**config.mk**
```make
export PLATFORM = sky130hd
export DESIGN_NAME = sqs_quick_stop
export DESIGN_NICKNAME = d
export VERILOG_FILES = /design/src/core/sqs_pkg.sv /design/src/core/sqs_quick_stop.sv
export VERILOG_INCLUDE_DIRS = /design/src /design/src/core
export SDC_FILE = /design/constraint.sdc
export NUM_CORES = 1
export LEC_CHECK = 0
export ABC_AREA = 1
export BUFFER_PORTS_ARGS = -buffer_cell sky130_fd_sc_hd__buf_4
export CORE_ASPECT_RATIO = 1.75
export CORE_MARGIN = 1.5
export CORE_UTILIZATION = 40
export CTS_CLUSTER_DIAMETER = 120
export DETAILED_ROUTE_END_ITERATION = 7
export MAX_ROUTING_LAYER = met4
export PLACE_DENSITY = 0.7
export SYNTH_ARGS = -nofsm -noshare
export SYNTH_HDL_FRONTEND = slang
export SYNTH_SLANG_ARGS = --single-unit
```
**constraint.sdc**
```tcl
create_clock -name ref_clk -period 2 [get_ports ref_clk]
set_input_delay 0.1 -clock ref_clk [delete_from_list [all_inputs] [get_ports ref_clk]]
set_output_delay 0.1 -clock ref_clk [all_outputs]
set_load 0.05 [all_outputs]
```
**src/core/sqs_map.svh**
```systemverilog
// Purpose: Constants for the quick stop control block.
// Assumes: 50 MHz reference clock.
// Notes: Times are in their own unit; cycle counts derive from them.
`ifndef SQS_MAP_SVH
`define SQS_MAP_SVH
// ----------------------------------------------------------------------
// Method codes and reset values
// ----------------------------------------------------------------------
`define SQS_CODE_DYN_BRAKE 3'h0
`define SQS_CODE_MODE_OFF 3'h1
`define SQS_CODE_QS_OFF 3'h2
`define SQS_CODE_MODE_HOLD 3'h5
`define SQS_CODE_QS_HOLD 3'h6
`define SQS_METHOD_RESET 3'h2
`define SQS_TIME_CONST_RESET_MS 16'h0064
`define SQS_DECEL_RATE_RESET 32'h0000_0000
`define SQS_UNIT_MS 1'h0
`define SQS_UNIT_RATE 1'h1
// ----------------------------------------------------------------------
// Timing
// ----------------------------------------------------------------------
`define SQS_CLK_HZ 50000000
`define SQS_MS_CYCLES (`SQS_CLK_HZ / 1000)
`endif

```
**src/core/sqs_pkg.sv**
```systemverilog
// Purpose: Types for the quick stop control block.
// Assumes: Nothing beyond the map header.
// Notes: Mode list covers every mode the drive can run.
package sqs_pkg;
  // Drive state machine states that this block reports.
  typedef enum logic [2:0] {
    SQS_SWITCH_ON_DISABLED,
    SQS_OPERATION_ENABLED,
    SQS_QUICK_STOP_ACTIVE,
    SQS_FAULT_REACTION_ACTIVE,
    SQS_OTHER
  } sqs_pds_type;

  // Active control mode.
  typedef enum logic [3:0] {
    SQS_CSP, SQS_CSV, SQS_CST,
    SQS_PROFILE_POSITION, SQS_PROFILE_VELOCITY, SQS_PROFILE_TORQUE,
    SQS_POINT_TABLE, SQS_JOG, SQS_HOMING, SQS_CONT_TO_TORQUE
  } sqs_mode_type;

  // Which deceleration source drives the stop.
  typedef enum logic [1:0] {
    SQS_DEC_NONE, SQS_DEC_QUICK_STOP, SQS_DEC_PER_MODE, SQS_DEC_WARNING
  } sqs_decel_type;

  // Events seen on the drive side.
  typedef struct packed {
    logic fsd_alarm;
    logic fsd_warning;
    logic qs_warning;
    logic command_stop;
    logic motor_stopped;
  } sqs_event_type;

  // Outputs toward the motion generator and power stage.
  typedef struct packed {
    logic servo_on;
    logic dyn_brake;
    logic decelerating;
    logic zero_motion;
    sqs_decel_type decel_src;
  } sqs_drive_type;
endpackage

```
**src/core/sqs_quick_stop.sv**
```systemverilog
// Purpose: Quick stop handling in the drive's power drive state machine.
// Assumes: Motion profile logic reports standstill; alarm logic flags events.
// Notes: All inputs are synchronous to ref_clk except forced_stop_input_two and the asynchronous reset rst.
//
// Notes on behaviour
// - Quick stop bit cleared: decelerate per option code, then servo-off or hold.
// - Quick stop is accepted only in Operation Enabled.
// - Forced stop deceleration disabled means dynamic brake for any code.
// - Torque modes and continuous-to-torque stop with dynamic brake at once.
// - Forced stop alarm during stop: Fault Reaction Active, finish, servo-off.
// - Forced stop warning during stop: stay Quick Stop Active, then servo-off.
// - Quick stop warning during stop: use its decel time, then servo-off.
// - A controller command stop wins and applies the dynamic brake.
// - Quick stop works in every listed position, velocity, torque and tool mode.
// - Time-constant setting in ms, initial value 100.
// - Rate setting in command units per second squared, initial value 0.
// - Method codes 0,1,2,5,6 decoded; default is 2.
// - Second forced stop input always behaves as code 2.
// - Method selector and option code object are one shared setting.
// - Active acceleration unit picks time or rate; one common object exposed.
// - Unit select 0 means ms, 1 means command units per s squared.
// - Per-mode in csp/csv uses the quick stop deceleration object.
module sqs_quick_stop #(
  parameter int TIME_W = 16,
  parameter int RATE_W = 32
) (
  input wire logic ref_clk,
  input wire logic rst,
  input wire logic quick_stop_n,
  input wire logic enable_operation,
  input wire logic disable_voltage,
  input wire logic forced_stop_input_two,
  input wire logic forced_stop_decel_enable,
  input wire logic accel_unit_select,
  input wire sqs_pkg::sqs_mode_type mode,
  input wire sqs_pkg::sqs_event_type events,
  input wire logic method_wr,
  input wire logic [2:0] method_wdata,
  input wire logic time_const_wr,
  input wire logic [TIME_W-1:0] time_const_wdata,
  input wire logic rate_wr,
  input wire logic [RATE_W-1:0] rate_wdata,
  output sqs_pkg::sqs_pds_type pds_state,
  output sqs_pkg::sqs_drive_type drive,
  output logic [2:0] quick_stop_method_select,
  output logic [TIME_W-1:0] forced_stop_decel_time_const,
  output logic [RATE_W-1:0] forced_stop_decel_rate,
  output logic [RATE_W-1:0] common_decel_value,
  output logic common_decel_is_rate
);
`include "sqs_map.svh"

  // ----------------------------------------------------------------------
  // State
  // ----------------------------------------------------------------------
  typedef struct packed {
    logic [2:0] em2_sync;
    logic em2_stable;
    sqs_pkg::sqs_pds_type pds;
    logic stopping;
    logic hold_after;
    logic fault_path;
    sqs_pkg::sqs_decel_type decel_src;
    logic dyn_brake;
    logic servo_on;
    logic [2:0] method;
    logic [TIME_W-1:0] time_const;
    logic [RATE_W-1:0] rate;
  } sqs_state_type;

  sqs_state_type r;
  sqs_state_type next_r;

  logic em2_active;
  logic code_valid;
  logic brake_now;
  logic hold_code;
  logic per_mode;

  // The EM2 pin is low-active; a change counts once stages two and three agree.
  assign em2_active = ~r.em2_stable;

  // Reject writes of codes that the drive does not decode.
  assign code_valid = (method_wdata == `SQS_CODE_DYN_BRAKE) ||
                      (method_wdata == `SQS_CODE_MODE_OFF) ||
                      (method_wdata == `SQS_CODE_QS_OFF) ||
                      (method_wdata == `SQS_CODE_MODE_HOLD) ||
                      (method_wdata == `SQS_CODE_QS_HOLD);

  // Stop method decision; the brake conditions are checked first.
  always_comb begin
    brake_now = !forced_stop_decel_enable ||
                mode == sqs_pkg::SQS_CST || mode == sqs_pkg::SQS_PROFILE_TORQUE ||
                mode == sqs_pkg::SQS_CONT_TO_TORQUE ||
                events.command_stop ||
                (!em2_active && r.method == `SQS_CODE_DYN_BRAKE);
    hold_code = !em2_active && (r.method == `SQS_CODE_MODE_HOLD ||
                r.method == `SQS_CODE_QS_HOLD);
    per_mode = !em2_active && (r.method == `SQS_CODE_MODE_OFF ||
               r.method == `SQS_CODE_MODE_HOLD) &&
               mode != sqs_pkg::SQS_CSP && mode != sqs_pkg::SQS_CSV;
  end

  // ----------------------------------------------------------------------
  // Next state
  // ----------------------------------------------------------------------
  // One process holds the whole sequence so that stop, hold and fault paths
  // can never disagree about which deceleration is in charge.
  always_comb begin
    next_r = r;
    next_r.em2_sync = {r.em2_sync[1:0], forced_stop_input_two};
    if (r.em2_sync[2] == r.em2_sync[1]) begin
      next_r.em2_stable = r.em2_sync[2];
    end
    // One setting backs both the parameter and the option code object.
    if (method_wr && code_valid) begin
      next_r.method = method_wdata;
    end
    if (time_const_wr) begin
      next_r.time_const = time_const_wdata;
    end
    if (rate_wr) begin
      next_r.rate = rate_wdata;
    end
    case (r.pds)
      sqs_pkg::SQS_SWITCH_ON_DISABLED: begin
        next_r.dyn_brake = 1'b0;
        if (enable_operation && quick_stop_n && !em2_active) begin
          next_r.pds = sqs_pkg::SQS_OPERATION_ENABLED;
          next_r.servo_on = 1'b1;
        end
      end
      sqs_pkg::SQS_OPERATION_ENABLED: begin
        if (disable_voltage) begin
          next_r.pds = sqs_pkg::SQS_SWITCH_ON_DISABLED;
          next_r.servo_on = 1'b0;
        end else if (!quick_stop_n || em2_active) begin
          if (brake_now) begin
            next_r.pds = sqs_pkg::SQS_SWITCH_ON_DISABLED;
            next_r.servo_on = 1'b0;
            next_r.dyn_brake = 1'b1;
          end else begin
            next_r.pds = sqs_pkg::SQS_QUICK_STOP_ACTIVE;
            next_r.stopping = 1'b1;
            next_r.hold_after = hold_code;
            next_r.decel_src = per_mode ? sqs_pkg::SQS_DEC_PER_MODE :
                               sqs_pkg::SQS_DEC_QUICK_STOP;
          end
        end
      end
      sqs_pkg::SQS_QUICK_STOP_ACTIVE: begin
        if (r.stopping) begin
          if (events.command_stop) begin
            next_r.pds = sqs_pkg::SQS_SWITCH_ON_DISABLED;
            next_r.stopping = 1'b0;
            next_r.servo_on = 1'b0;
            next_r.dyn_brake = 1'b1;
            next_r.decel_src = sqs_pkg::SQS_DEC_NONE;
          end else if (events.fsd_alarm) begin
            next_r.pds = sqs_pkg::SQS_FAULT_REACTION_ACTIVE;
            next_r.hold_after = 1'b0;
            next_r.decel_src = sqs_pkg::SQS_DEC_QUICK_STOP;
          end else if (events.motor_stopped) begin
            next_r.stopping = 1'b0;
            next_r.decel_src = sqs_pkg::SQS_DEC_NONE;
            if (!r.hold_after) begin
              next_r.pds = sqs_pkg::SQS_SWITCH_ON_DISABLED;
              next_r.servo_on = 1'b0;
            end
          end else if (events.qs_warning) begin
            next_r.hold_after = 1'b0;
            next_r.decel_src = sqs_pkg::SQS_DEC_WARNING;
          end else if (events.fsd_warning) begin
            next_r.hold_after = 1'b0;
            next_r.decel_src = sqs_pkg::SQS_DEC_QUICK_STOP;
          end
        end else if (disable_voltage || em2_active) begin
          next_r.pds = sqs_pkg::SQS_SWITCH_ON_DISABLED;
          next_r.servo_on = 1'b0;
        end else if (enable_operation && quick_stop_n) begin
          next_r.pds = sqs_pkg::SQS_OPERATION_ENABLED;
        end
      end
      sqs_pkg::SQS_FAULT_REACTION_ACTIVE: begin
        if (events.motor_stopped) begin
          next_r.pds = sqs_pkg::SQS_SWITCH_ON_DISABLED;
          next_r.stopping = 1'b0;
          next_r.servo_on = 1'b0;
          next_r.decel_src = sqs_pkg::SQS_DEC_NONE;
        end
      end
      default: begin
        next_r.pds = sqs_pkg::SQS_SWITCH_ON_DISABLED;
        next_r.servo_on = 1'b0;
      end
    endcase
  end

  // ----------------------------------------------------------------------
  // Registers
  // ----------------------------------------------------------------------
  // The EM2 chain resets to the released (high) level so reset never stops.
  always_ff @(posedge ref_clk or posedge rst) begin
    if (rst) begin
      r <= '0;
      r.em2_sync <= 3'h7;
      r.em2_stable <= 1'b1;
      r.pds <= sqs_pkg::SQS_SWITCH_ON_DISABLED;
      r.decel_src <= sqs_pkg::SQS_DEC_NONE;
      r.method <= `SQS_METHOD_RESET;
      r.time_const <= TIME_W'(`SQS_TIME_CONST_RESET_MS);
      r.rate <= RATE_W'(`SQS_DECEL_RATE_RESET);
    end else begin
      r <= next_r;
    end
  end

  // Outputs other than the common object all come from the state register.
  assign pds_state = r.pds;
  assign quick_stop_method_select = r.method;
  assign forced_stop_decel_time_const = r.time_const;
  assign forced_stop_decel_rate = r.rate;
  assign drive.servo_on = r.servo_on;
  assign drive.dyn_brake = r.dyn_brake;
  assign drive.decelerating = r.stopping;
  assign drive.zero_motion = (r.pds == sqs_pkg::SQS_QUICK_STOP_ACTIVE) && !r.stopping;
  assign drive.decel_src = r.decel_src;

  // A single object shows whichever setting the unit selection makes active.
  assign common_decel_is_rate = (accel_unit_select == `SQS_UNIT_RATE);
  assign common_decel_value = common_decel_is_rate ? r.rate :
                              RATE_W'(r.time_const);

  // ----------------------------------------------------------------------
  // Assertions
  // ----------------------------------------------------------------------
  property p_ignore_outside_oe;
    @(posedge ref_clk) disable iff (rst)
    (r.pds == sqs_pkg::SQS_SWITCH_ON_DISABLED) |=> (r.pds != sqs_pkg::SQS_QUICK_STOP_ACTIVE);
  endproperty
  a_ignore_outside_oe: assert property (p_ignore_outside_oe) else $error("quick stop outside OE");

  property p_brake_when_disabled;
    @(posedge ref_clk) disable iff (rst)
    (r.pds == sqs_pkg::SQS_OPERATION_ENABLED && !disable_voltage && !quick_stop_n &&
     !forced_stop_decel_enable) |=> (r.dyn_brake && !r.servo_on);
  endproperty
  a_brake_when_disabled: assert property (p_brake_when_disabled) else $error("no brake");

  property p_torque_brake;
    @(posedge ref_clk) disable iff (rst)
    (r.pds == sqs_pkg::SQS_OPERATION_ENABLED && !disable_voltage && !quick_stop_n &&
     mode == sqs_pkg::SQS_CST) |=> (r.pds == sqs_pkg::SQS_SWITCH_ON_DISABLED);
  endproperty
  a_torque_brake: assert property (p_torque_brake) else $error("torque mode decelerated");

  property p_alarm_fault;
    @(posedge ref_clk) disable iff (rst)
    (r.pds == sqs_pkg::SQS_QUICK_STOP_ACTIVE && r.stopping && events.fsd_alarm &&
     !events.command_stop) |=> (r.pds == sqs_pkg::SQS_FAULT_REACTION_ACTIVE);
  endproperty
  a_alarm_fault: assert property (p_alarm_fault) else $error("alarm missed");

  property p_warning_stays;
    @(posedge ref_clk) disable iff (rst)
    (r.pds == sqs_pkg::SQS_QUICK_STOP_ACTIVE && r.stopping && events.fsd_warning &&
     !events.fsd_alarm && !events.command_stop && !events.motor_stopped &&
     !events.qs_warning) |=> (r.pds == sqs_pkg::SQS_QUICK_STOP_ACTIVE && !r.hold_after);
  endproperty
  a_warning_stays: assert property (p_warning_stays) else $error("warning left QSA");

  property p_cmd_stop_wins;
    @(posedge ref_clk) disable iff (rst)
    (r.pds == sqs_pkg::SQS_QUICK_STOP_ACTIVE && r.stopping && events.command_stop)
    |=> (r.dyn_brake && !r.servo_on);
  endproperty
  a_cmd_stop_wins: assert property (p_cmd_stop_wins) else $error("command stop lost");

  property p_method_valid;
    @(posedge ref_clk) disable iff (rst)
    (r.method == 3'h0 || r.method == 3'h1 || r.method == 3'h2 || r.method == 3'h5 ||
     r.method == 3'h6);
  endproperty
  a_method_valid: assert property (p_method_valid) else $error("bad method code");

  property p_hold_zero;
    @(posedge ref_clk) disable iff (rst)
    (drive.zero_motion && !(enable_operation && quick_stop_n) && !disable_voltage &&
     !em2_active)
    |=> (r.pds == sqs_pkg::SQS_QUICK_STOP_ACTIVE && r.servo_on);
  endproperty
  a_hold_zero: assert property (p_hold_zero) else $error("hold lost");

  c_qs_stop: cover property (@(posedge ref_clk) disable iff (rst)
    r.pds == sqs_pkg::SQS_QUICK_STOP_ACTIVE ##1 r.pds == sqs_pkg::SQS_SWITCH_ON_DISABLED);
  c_fault: cover property (@(posedge ref_clk) disable iff (rst)
    r.pds == sqs_pkg::SQS_FAULT_REACTION_ACTIVE);
  c_hold: cover property (@(posedge ref_clk) disable iff (rst) drive.zero_motion);
endmodule

```
Word-level counts from Yosys, hierarchy flattened
Index checks and enable logic that the tools add are counted.
{ "totals": {"out_inout_bits": 93, "inputBits": 71, "register_bits": 64, "wordCells": 136} }
{ "classes": {"mux": 50, "n_eq_ne": 36, "n_bitwise": 1, "n_reduce_logical": 38} }
{ "ops": {"columns": ["operator", "count"], "rows": [
  ["$mux 32", 1],
  ["$mux 3", 9],
  ["$mux 2", 13],
  ["$ne 4x4->1 const B", 5],
  ["$ne 2x2->1 const B", 9],
  ["$mux 1", 16],
  ["$mux 4", 4],
  ["$reduce_and 8->1", 2],
  ["$logic_or 1x1->1", 13],
  ["$eq 3x3->1 const B", 4],
  ["$ne 3x3->1 const B", 4],
  ["$pmux 3 s4", 1],
  ["$reduce_and 6->1", 2],
  ["$ne 5x5->1 const B", 2],
  ["$eq 3x1->1 const B", 3],
  ["$eq 3x2->1 const B", 3],
  ["$logic_and 1x1->1", 9],
  ["$logic_not 3->1", 3],
  ["$reduce_and 7->1", 1],
  ["$ne 6x6->1 const B", 1],
  ["$pmux 1 s3", 2],
  ["$pmux 2 s3", 1],
  ["$reduce_bool 3->1", 2],
  ["$mux 5", 1],
  ["other kinds (12)", 14]
]} }

Logic depth before layout (Yosys ltp)
Gate-level depths: netlist (run 1).
{ "logic_depth": {"depth_word": 10, "depth_mapped": 11, "depth_no_buf": 11} }

Worst setup path before layout (run 1)
Ideal clock, no wire load.
{ "synth_timing": {"kind": "reg2out", "startpoint": "register r (netlist bit forced_stop_decel_time_const[2])", "endpoint": "output common_decel_value[2]", "arrival_ns": 1.631, "setup_slack_ns": 0.269, "stages_incl_launch_ff": 3, "required_ns": 1.900, "n_path_buf": 0, "cell_sequence": "dfstp_2 > inv_1 > o21ai_0"} }
{ "synth_via": {"elab_chain_len": 1} }
{ "synth_rtl": {"columns": ["item", "line", "source"], "rows": [
  ["start: declaration", "sqs_quick_stop.sv:71", "sqs_state_type r;"],
  ["start signal: assignment", "sqs_quick_stop.sv:214", "r <= next_r;"],
  ["$mux 32", "sqs_quick_stop.sv:231", "assign common_decel_value = common_decel_is_rate ? r.rate :"],
  ["end: declaration", "sqs_quick_stop.sv:48", "output logic [RATE_W-1:0] common_decel_value,"]
]} }
No other way between the ends.

Worst setup path after layout (run 1)
{ "layout_timing": {"startpoint": "register r (netlist bit pds_state[1])", "endpoint": "register r (netlist bit drive[1])"} }
{ "layout_via": {"elab_chain_len": 3, "word_cells_on_any_way": 12} }
{ "layout_rtl": {"columns": ["item", "line", "source"], "rows": [
  ["$eq 3x2->1 or $eq 3x1->1 (tied branches)", "sqs_quick_stop.sv:125", "case (r.pds)"],
  ["$ne 6x6->1 (no source line) (tied with other cells)", null, null],
  ["$reduce_and 7->1 (no source line)", null, null]
]} }
Parallel ways exist; a longest one is shown, timed or not.
A chain may end at the register's enable or synchronous reset.

==> metrics.txt, run 1 <==
commonest non-fill, non-tap cells in the layout 162 x buf_4, 94 x nand2_1, 55 x inv_1, 55 x dfrtp_1, 44 x o21ai_0; Global Route Usage Sum 21.0%; Antenna Cells 0; Layout Area Growth over Synthesis 42.6%; die area between 9000 and 10000 um^2; synthesis-stage register bit count 63; Num CTS Buffers 9; first-pass GRT wire length between 10 and 15 mm; chip width 74.5 um; FMAX 589 MHz; Seq/Total Area, Yosys 44.3%; critical path's top delay family simple AND/OR/NAND/NOR gates; antenna-violating nets left 0; Post-synth ARST share 100%; IO Port Bufs 162; largest fanout on the critical path 6; outcome finished clean; io pins 164; dpl hpwl 7.06 mm; startpoint types flip-flop; CTS tree built; syn_nets 490; CTS Buffer Depth 2; Non-Filler Instances 672; Syn Std Cell Area 3580 um^2; layout filler cell count 795; CTS clk-pin slew, worst paths 0.05 ns; Post-synth EDFFs 0; drt initial violations approximately 100; Placed Cells 621; PwrDens ~1000 nW/um^2; Final Wtd Congestion 0.975; Clock Latency Late Sink 0.32 ns; Worst Path Buf+Inv 2; router iterations before antenna repair 4; total number of vias 3131; setup bufs post-CTS 0; top_reg_cell synth dfrtp_1; Worst EP arrival 1.91 ns; worst-path cell chain inv_1 > ha_1 > inv_1 > a21oi_1 > a21oi_1 > nor3_2 > nand3_1 > nand2_1 > nand2_1; initial antenna violation count 0; RSZ-0062 raised after global routing no; Final Hold Fails 0; ratio of cells with drive above 1 in the final layout between 40% and 50%; most common cell after layout, fill and taps aside buf_4; # H-tree levels 3; Final TNS setup 0 ns; clock sink total 63; area leader, netlist dfrtp_1; ranking of synthesized cells by area dfrtp_1 38%, buf_4 13%, nand2_1 9.9%; final slew viol count 0; Post-Route WL 9.50 mm; slowest cell on the critical path dfrtp_1; Synth top area share roughly 38%; Worst setup EP type flip-flop; initial core utilization 41.3%; vias in the first global route 3245; worst clock skew 0.00441 ns; Avg Cell Area, Syn roughly 8.6 um^2; cell row count 45; Layout Nets 626; Residual DRC 0; clk root buf clkbuf_16; Max-Cap Viols 0; Lkg Pwr around 0.0027 uW; Hold Path Class input pin to flip-flop; Ys Warns 0; fin crit period 1.70 ns; Peak VDD IR 0.683 mV; Worst EP required 2.21 ns; Core ar. approximately 8700 um^2; Overflow after GRT 0; vias per inst 4.66; largest net degree at the start of global routing 64; CP max stage delay roughly 0.42 ns; DIE HEIGHT 128 um; Post-Synthesis Cells 414; post-synth cell types 29; Pwr Total 5280 uW; WS Path Type flip-flop to flip-flop; number of setup violations in the final report 0; Final period util between 80% and 90%; Routed wire per std cell 14.1 um
[report_power, final]
group / switching (uW) / total, uW / leakage (uW) / internal (uW)
registers: 164 / 1640 / 0.000741 / 1470
clock network: 516 / 1540 / 0.000146 / 1030
logic: 1410 / 2090 / 0.00182 / 683
total: 2090 / 5280 / 0.00270 / 3190
[kinds of logic (layout without fill, tap and decap cells)]
logic type,Yosys count,count (layout),synth area share [%]
AO/OA/AOI/OAI,56,56,8.15
adder cells (fa/ha/maj),6,6,2.03
other,1,1,0.105
flip-flops,63,63,44.3
multiplexers,32,32,10.1
buffers and inverters,131,272,20.4
AND/OR/NAND/NOR,125,125,14.9
[path summary, 6_finish.rpt]
check,slack [ns],depth (start not counted),end,startpoint
min in group asynchronous,0.39,4,forced_stop_decel_time_const[11],rst
setup reg to reg,0.30,9,drive[1],pds_state[1]
max in group asynchronous,1.28,4,forced_stop_decel_time_const[5],rst
hold / removal,0.01,3,forced_stop_decel_time_const[2],time_const_wdata[2]
setup / recovery,0.30,9,drive[1],pds_state[1]
hold reg to reg,0.35,0,next_r[64],next_r[63]
[routing by layer]
metal / vias up / share of wire, % / track usage (%)
li1: 1518 / - / -
met1: 1445 / 37 / 21.2
met2: 138 / 53 / 36.8
met3: 30 / 6.0 / 4.56
met4: 0 / 3.6 / 10.9
met5: - / 0 / -
[worst reg2reg max path: stages, from the launching register on]
cell,delay (ns)
dfrtp_1,0.42
inv_1,0.11
ha_1,0.31
inv_1,0.13
a21oi_1,0.13
a21oi_1,0.06
nor3_2,0.18
nand3_1,0.13
nand2_1,0.08
nand2_1,0.04
[cell type report]
cell class / instances / area, um^2 / area share, %
timing repair buffer: 198 / 1590 / 31.1
clock inverter: 3 / 42.5 / 0.834
tap: 117 / 146 / 2.87
clock buffer: 13 / 260 / 5.10
inverter: 58 / 218 / 4.27
multi-input combinational: 220 / 1260 / 24.7
sequential: 63 / 1590 / 31.1
[synthesized netlist by cell type, types with 2 or more instances]
master	count
buf_2	4
nor2_4	2
inv_1	56
dfstp_2	8
nand2_1	94
nor3_2	2
nand4_1	6
inv_2	2
dfrtp_1	55
o21ai_0	44
nor2_1	9
nor3_1	2
mux2_1	2
a21oi_1	8
buf_4	60
clkbuf_1	8
nand3_1	7
ha_1	5
mux2_2	30
[repair_timing]
item                      in CTS  in global routing
hold endpoints to repair      89                  0
resized for setup              0                  0
hold buffers                  35                  0
[registers in the layout, summed over array words and instances (netlist names)]
register and flops:
drive 5, forced_stop_decel_rate 32, forced_stop_decel_time_const 16, next_r 2
pds_state 2, quick_stop_method_select 3, r 3
[per-stage QoR]
stage	util, %	hold slack, ns	area, um^2	worst slack [ns]
finish	58.8	0.0109	5100	0.302
global route	58.8	0.00350	5100	0.172
CTS	58.8	0.00000813	5100	0.293
detailed placement	51.3	0.201	4450	0.313
global placement	51.3	0.201	4450	0.360
floorplan	-	0.104	3580	0.269
(Power assumes the default switching activity.)
==> inputs of run 2 (changes only) <==
==> constraint.sdc (replaced) <==
create_clock -name ref_clk -period 1.66 [get_ports ref_clk]
set_input_delay 0.083 -clock ref_clk [delete_from_list [all_inputs] [get_ports ref_clk]]
set_output_delay 0.083 -clock ref_clk [all_outputs]
set_load 0.05 [all_outputs]
==> metrics.txt, run 2 (same netlist as run 1, synthesis figures left out) <==
Worst EP required 1.87 ns (-0.34 ns); clk root buf clkbuf_16; Flop pwr share 31.2% (about the same); startpoint types flip-flop; worst-path cell chain ha_2 > or2_2 > a21oi_2 > nor3_2 > buf_4 > nand4_1 > nand2_1; WS Path Type flip-flop to flip-flop; fin crit period 1.61 ns (-0.0844 ns); RSZ-0062 raised after global routing yes; io pins 164 (unchanged); slowest cell on the critical path dfrtp_2; vias per inst 4.70 (+0.90%); IO Port Bufs 162 (unchanged); die area 9540 um^2 (unchanged); CP max stage delay 0.46 ns (+0.04 ns); dpl hpwl 6.94 mm (-1.7%); largest fanout on the critical path 5 (-1); outcome finished clean; Num CTS Buffers 9 (unchanged); PwrDens 1190 nW/um^2 (+15%); Int Pwr 3770 uW (+18%); antenna-violating nets left 0 (unchanged); Post-Route WL 9.86 mm (+3.8%); worst r2r src pds_state[0]; number of setup violations in the final report 0 (unchanged); Core ar. 8670 um^2 (unchanged); final slew viol count 0 (unchanged); critical path startpoint pds_state[0]; Peak VDD IR 0.770 mV (+13%); Overflow after GRT 0 (unchanged); Final period util 97.2% (+12 points); min-delay src events[4]; cell row count 45 (unchanged); ratio of cells with drive above 1 in the final layout 42.0% (+1.4 points); Residual DRC 0 (unchanged); Layout Nets 650 (+3.8%); sw frac 40.8% (+1.3 points); initial antenna violation count 0 (unchanged); first-pass GRT wire length 15.6 mm (+6.2%); DIE HEIGHT 128 um (unchanged); Worst Path Buf+Inv 1 (-1); Layout Area Growth over Synthesis 49.4%; most common cell after layout, fill and taps aside buf_4; critical path's top delay family simple AND/OR/NAND/NOR gates; Worst EP arrival 1.82 ns (-0.09 ns); largest net degree at the start of global routing 50 (-22%); # H-tree levels 3 (unchanged); drt initial violations 120 (+19%); Hold Path Class input pin to flip-flop; router iterations before antenna repair 5 (+1); Final Hold Fails 0 (unchanged); Routed wire per std cell 14.2 um (+0.26%); chip width 74.5 um (unchanged); total number of vias 3272 (+4.5%); layout filler cell count 735 (-7.5%); Non-Filler Instances 696 (+3.6%); Final TNS setup 0 ns (unchanged); Hold Slack 0.116 ns (+0.105 ns); Lkg Pwr 0.00278 uW (+3.0%); worst clock skew 0.00512 ns (+0.000704 ns); CTS clk-pin slew, worst paths 0.05 ns (about the same); Global Route Usage Sum 22.0% (+1.0 points); final core occ 61.7% (+2.8 points); clock sink total 63 (unchanged); Worst setup EP type flip-flop; Final Wtd Congestion 0.995 (+2.1%); Clock Latency Late Sink 0.32 ns (about the same); clock share of power 26.5% (-2.8 points); Max-Cap Viols 0 (unchanged); vias in the first global route 3435 (+5.9%); Placed Cells 621 (unchanged); CTS tree built; commonest non-fill, non-tap cells in the layout 168 x buf_4, 92 x nand2_1, 53 x dfrtp_1, 53 x dlygate4sd3_1, 52 x inv_1; initial core utilization 41.3% (unchanged); combinational cell fraction of total power 42.3% (+2.6 points); FMAX 620 MHz (+5.2%); max FFs per register 32 (unchanged); NetSw 2600 uW (+25%); Antenna Cells 0 (unchanged); CTS Buffer Depth 2 (unchanged)
run 2: layer usage:
| layer | global-route usage [%] | up-vias | wire length, um |
|---|---|---|---|
| met5 | - | - | 0 |
| met4 | 11.6 | 0 | 431 |
| met3 | 4.72 | 33 | 633 |
| met2 | 38.3 | 156 | 5200 |
| met1 | 22.5 | 1521 | 3600 |
| li1 | - | 1562 | - |
run 2: worst min-delay path, stage by stage:
cell and delay [ns]:
buf_4 0.10, nand2_2 0.06, nand2_1 0.06, nand2_1 0.05
nand2_1 0.05
run 2: path summary, 6_finish.rpt:
kind,endpoint,slack [ns],cells after the start
hold / removal,pds_state[1],0.12,5
setup reg to reg,drive[0],0.05,7
min in group asynchronous,quick_stop_method_select[0],0.30,3
setup / recovery,drive[0],0.05,7
max in group asynchronous,forced_stop_decel_time_const[6],0.72,4
hold reg to reg,next_r[64],0.36,0
run 2: repair_timing:
action                                 in CTS  in global routing
gates resized for setup                     1                 13
setup buffers                               0                  6
pin swaps                                   0                  3
endpoints found under the hold margin      62                  0
hold buffers                               53                  0
setup endpoints to repair                   2                  6
run 2: power groups by stage:
stage                     sequential, uW  clock, uW  combinational, uW
after global placement              1980          0               2420
after CTS                           1970       1730               2580
after detailed placement            1990          0               2470
after floorplan                     1930          0               2020
final                               1980       1690               2690
after global routing                2010       1800               2870
run 2: area by class of cell:
| type | instances | area [um^2] | share of cell area, % |
|---|---|---|---|
| Timing Repair Buffer | 222 | 1810 | 33.9 |
| Inverter | 58 | 223 | 4.17 |
| Tap cell | 117 | 146 | 2.74 |
| Clock inverter | 3 | 20.0 | 0.374 |
| Sequential cell | 63 | 1590 | 29.7 |
| Multi-Input combinational cell | 220 | 1310 | 24.4 |
| Clock buffer | 13 | 250 | 4.68 |
run 2: through the flow:
stage / setup slack (ns) / cell area [um^2] / total power (uW)
after global routing: -0.0458 / 5350 / 6680
after CTS: 0.00595 / 5270 / 6280
after global placement: 0.0918 / 4460 / 4400
final: 0.0463 / 5350 / 6370
after detailed placement: -0.0425 / 4460 / 4460
after floorplan: 0.0205 / 3590 / 3950
==> inputs of run 3 (changes only) <==
==> constraint.sdc (replaced) <==
create_clock -name ref_clk -period 1.66 [get_ports ref_clk]
set_input_delay 0 -clock ref_clk [delete_from_list [all_inputs] [get_ports ref_clk]]
set_output_delay 0 -clock ref_clk [all_outputs]
set_load 0.05 [all_outputs]
==> metrics.txt, run 3 (same netlist as run 1, synthesis figures left out) <==
DP Worst Slack 0.0656 ns (+0.108 ns); Peak VDD IR 0.768 mV (-0.21%); Final Wtd Congestion 0.975 (-2.0%); Lkg Pwr 0.00279 uW (+0.16%); R2R depth 10 (+3); Worst EP required 1.88 ns (about the same); vias in the first global route 3372 (-1.8%); Clock Latency Late Sink 0.33 ns (about the same); Placed Cells 623 (+0.32%); Final Hold Fails 0 (unchanged); router iterations before antenna repair 4 (-1); worst r2r src pds_state[0]; Worst Path Buf+Inv 1 (unchanged); layout filler cell count 713 (-3.0%); outcome finished clean; CTS Buffer Depth 2 (unchanged); max FFs per register 32 (unchanged); chip width 74.5 um (unchanged); ratio of cells with drive above 1 in the final layout 41.0% (-1.0 points); antenna-violating nets left 0 (unchanged); Core ar. 8670 um^2 (unchanged); Layout Area Growth over Synthesis 49.1%; Layout Nets 647 (-0.46%); Antenna Cells 0 (unchanged); PwrDens 1220 nW/um^2 (+2.1%); Final WS setup 0.114 ns (+0.0677 ns); vias per inst 4.67 (-0.61%); most common cell after layout, fill and taps aside buf_4; CTS tree built; reg2reg end drive[5]; Max-Cap Viols 0 (unchanged); die area 9540 um^2 (unchanged); clock sink total 63 (unchanged); Final period util 93.1% (-4.1 points); cell row count 45 (unchanged); commonest non-fill, non-tap cells in the layout 165 x buf_4, 94 x nand2_1, 53 x inv_1, 53 x dfrtp_1, 53 x dlygate4sd3_1; dpl hpwl 6.91 mm (-0.45%); fin crit period 1.55 ns (-0.0677 ns); DIE HEIGHT 128 um (unchanged); Global Route Usage Sum 23.3% (+1.2 points); WS Path Type flip-flop to flip-flop; Routed wire per std cell 14.5 um (+2.1%); min-delay src time_const_wr; clk root buf clkbuf_16; CTS clk-pin slew, worst paths 0.06 ns (about the same); # H-tree levels 3 (unchanged); worst clock skew 0.00308 ns (-0.00204 ns); Worst setup EP type flip-flop; first-pass GRT wire length 16.2 mm (+3.9%); io pins 164 (unchanged); initial core utilization 41.3% (unchanged); slowest cell on the critical path dfrtp_2; CP max stage delay 0.45 ns (about the same); Num CTS Buffers 9 (unchanged); final slew viol count 0 (unchanged); worst hold path depth 3 (-2); RSZ-0062 raised after global routing yes; Worst R2R Setup Slack 0.11 ns (+0.07 ns); worst-path cell chain inv_2 > ha_4 > nand2_1 > nor2_4 > nand2_1 > and2_4 > nand2_1 > nor2_1 > nand3_1 > nand2_1; initial antenna violation count 0 (unchanged); Worst Hold Path EP forced_stop_decel_time_const[5]; Hold Path Class input pin to flip-flop; Overflow after GRT 0 (unchanged); largest net degree at the start of global routing 64 (+28%); drt initial violations 121 (+0.83%); Pwr Total 6490 uW (+1.9%); Residual DRC 0 (unchanged); number of setup violations in the final report 0 (unchanged); Post-Route WL 10.0 mm (+1.7%); Worst EP arrival 1.76 ns (-0.06 ns); IO Port Bufs 162 (unchanged); Non-Filler Instances 693 (-0.43%); Final TNS setup 0 ns (unchanged); FMAX 647 MHz (+4.4%); largest fanout on the critical path 5 (unchanged); critical path's top delay family simple AND/OR/NAND/NOR gates; startpoint types flip-flop; total number of vias 3238 (-1.0%); cell mode on critical path nand2_1
run 3: cell count changes in the layout (fill, tap and decap cells not counted), moves of 2 or more:
cell	before	now
a21oi_1	6	8
a21oi_2	2	0
buf_4	168	165
clkbuf_1	3	0
clkinv_4	0	3
inv_4	2	0
inv_6	0	2
nand2_1	92	94
nand2_2	2	0
o21ai_0	41	43
run 3: how the worst max path moves through the flow:
| stage | from | to | slack (ns) | cells after the start |
|---|---|---|---|---|
| after global routing | pds_state[0] | drive[1] | -0.0004 | 10 |
| after CTS | pds_state[1] | drive[5] | 0.06 | 7 |
| after floorplan | forced_stop_decel_time_const[2] | common_decel_value[2] | 0.03 | 2 |
| after detailed placement | pds_state[1] | drive[5] | 0.07 | 7 |
| final | pds_state[0] | drive[5] | 0.11 | 10 |
| after global placement | pds_state[1] | drive[5] | 0.08 | 7 |
run 3: tightest hold or removal path: cells and delay by family:
family                 cells  cell delay (ns)
AOI/OAI and AO/OA          1             0.07
and+or+nand+nor            1             0.08
buffers and inverters      1             0.20
run 3: where the power goes:
group / switching (uW) / total [uW] / internal, uW / leakage [uW]
clock: 722 / 1900 / 1180 / 0.000147
sequential: 198 / 1980 / 1780 / 0.000738
combinational: 1730 / 2610 / 887 / 0.00190
total: 2650 / 6490 / 3840 / 0.00279
run 3: final cells by class:
type	count	area (um^2)	area share, %
clock buffers	9	225	4.22
clock inverters	7	81.3	1.52
well taps	117	146	2.74
repair buffers	219	1790	33.5
multi-input cells	220	1290	24.1
flip-flops and latches	63	1590	29.8
inverters	58	218	4.08
run 3: through the flow:
| step | instance area (um^2) | hold slack (ns) | util (%) |
|---|---|---|---|
| global route | 5340 | 0.0735 | 61.5 |
| floorplan | 3590 | 0.00448 | - |
| finish | 5340 | 0.0396 | 61.5 |
| detailed placement | 4480 | 0.105 | 51.6 |
| global placement | 4480 | 0.0992 | 51.6 |
| CTS | 5310 | 0.0250 | 61.3 |
run 3: what timing repair did:
item	in CTS	in global routing
endpoints found under the setup margin	0	7
resized for setup	0	6
buffers inserted	0	1
hold buffers	53	0
endpoints found under the hold margin	107	0
run 3: metal layers:
layer / vias to the layer above / global-route usage [%] / routed length [um]
met4: 0 / 12.4 / 373
met3: 30 / 4.09 / 643
met2: 146 / 39.5 / 5380
met1: 1506 / 25.1 / 3630
li1: 1556 / - / -
met5: - / - / 0
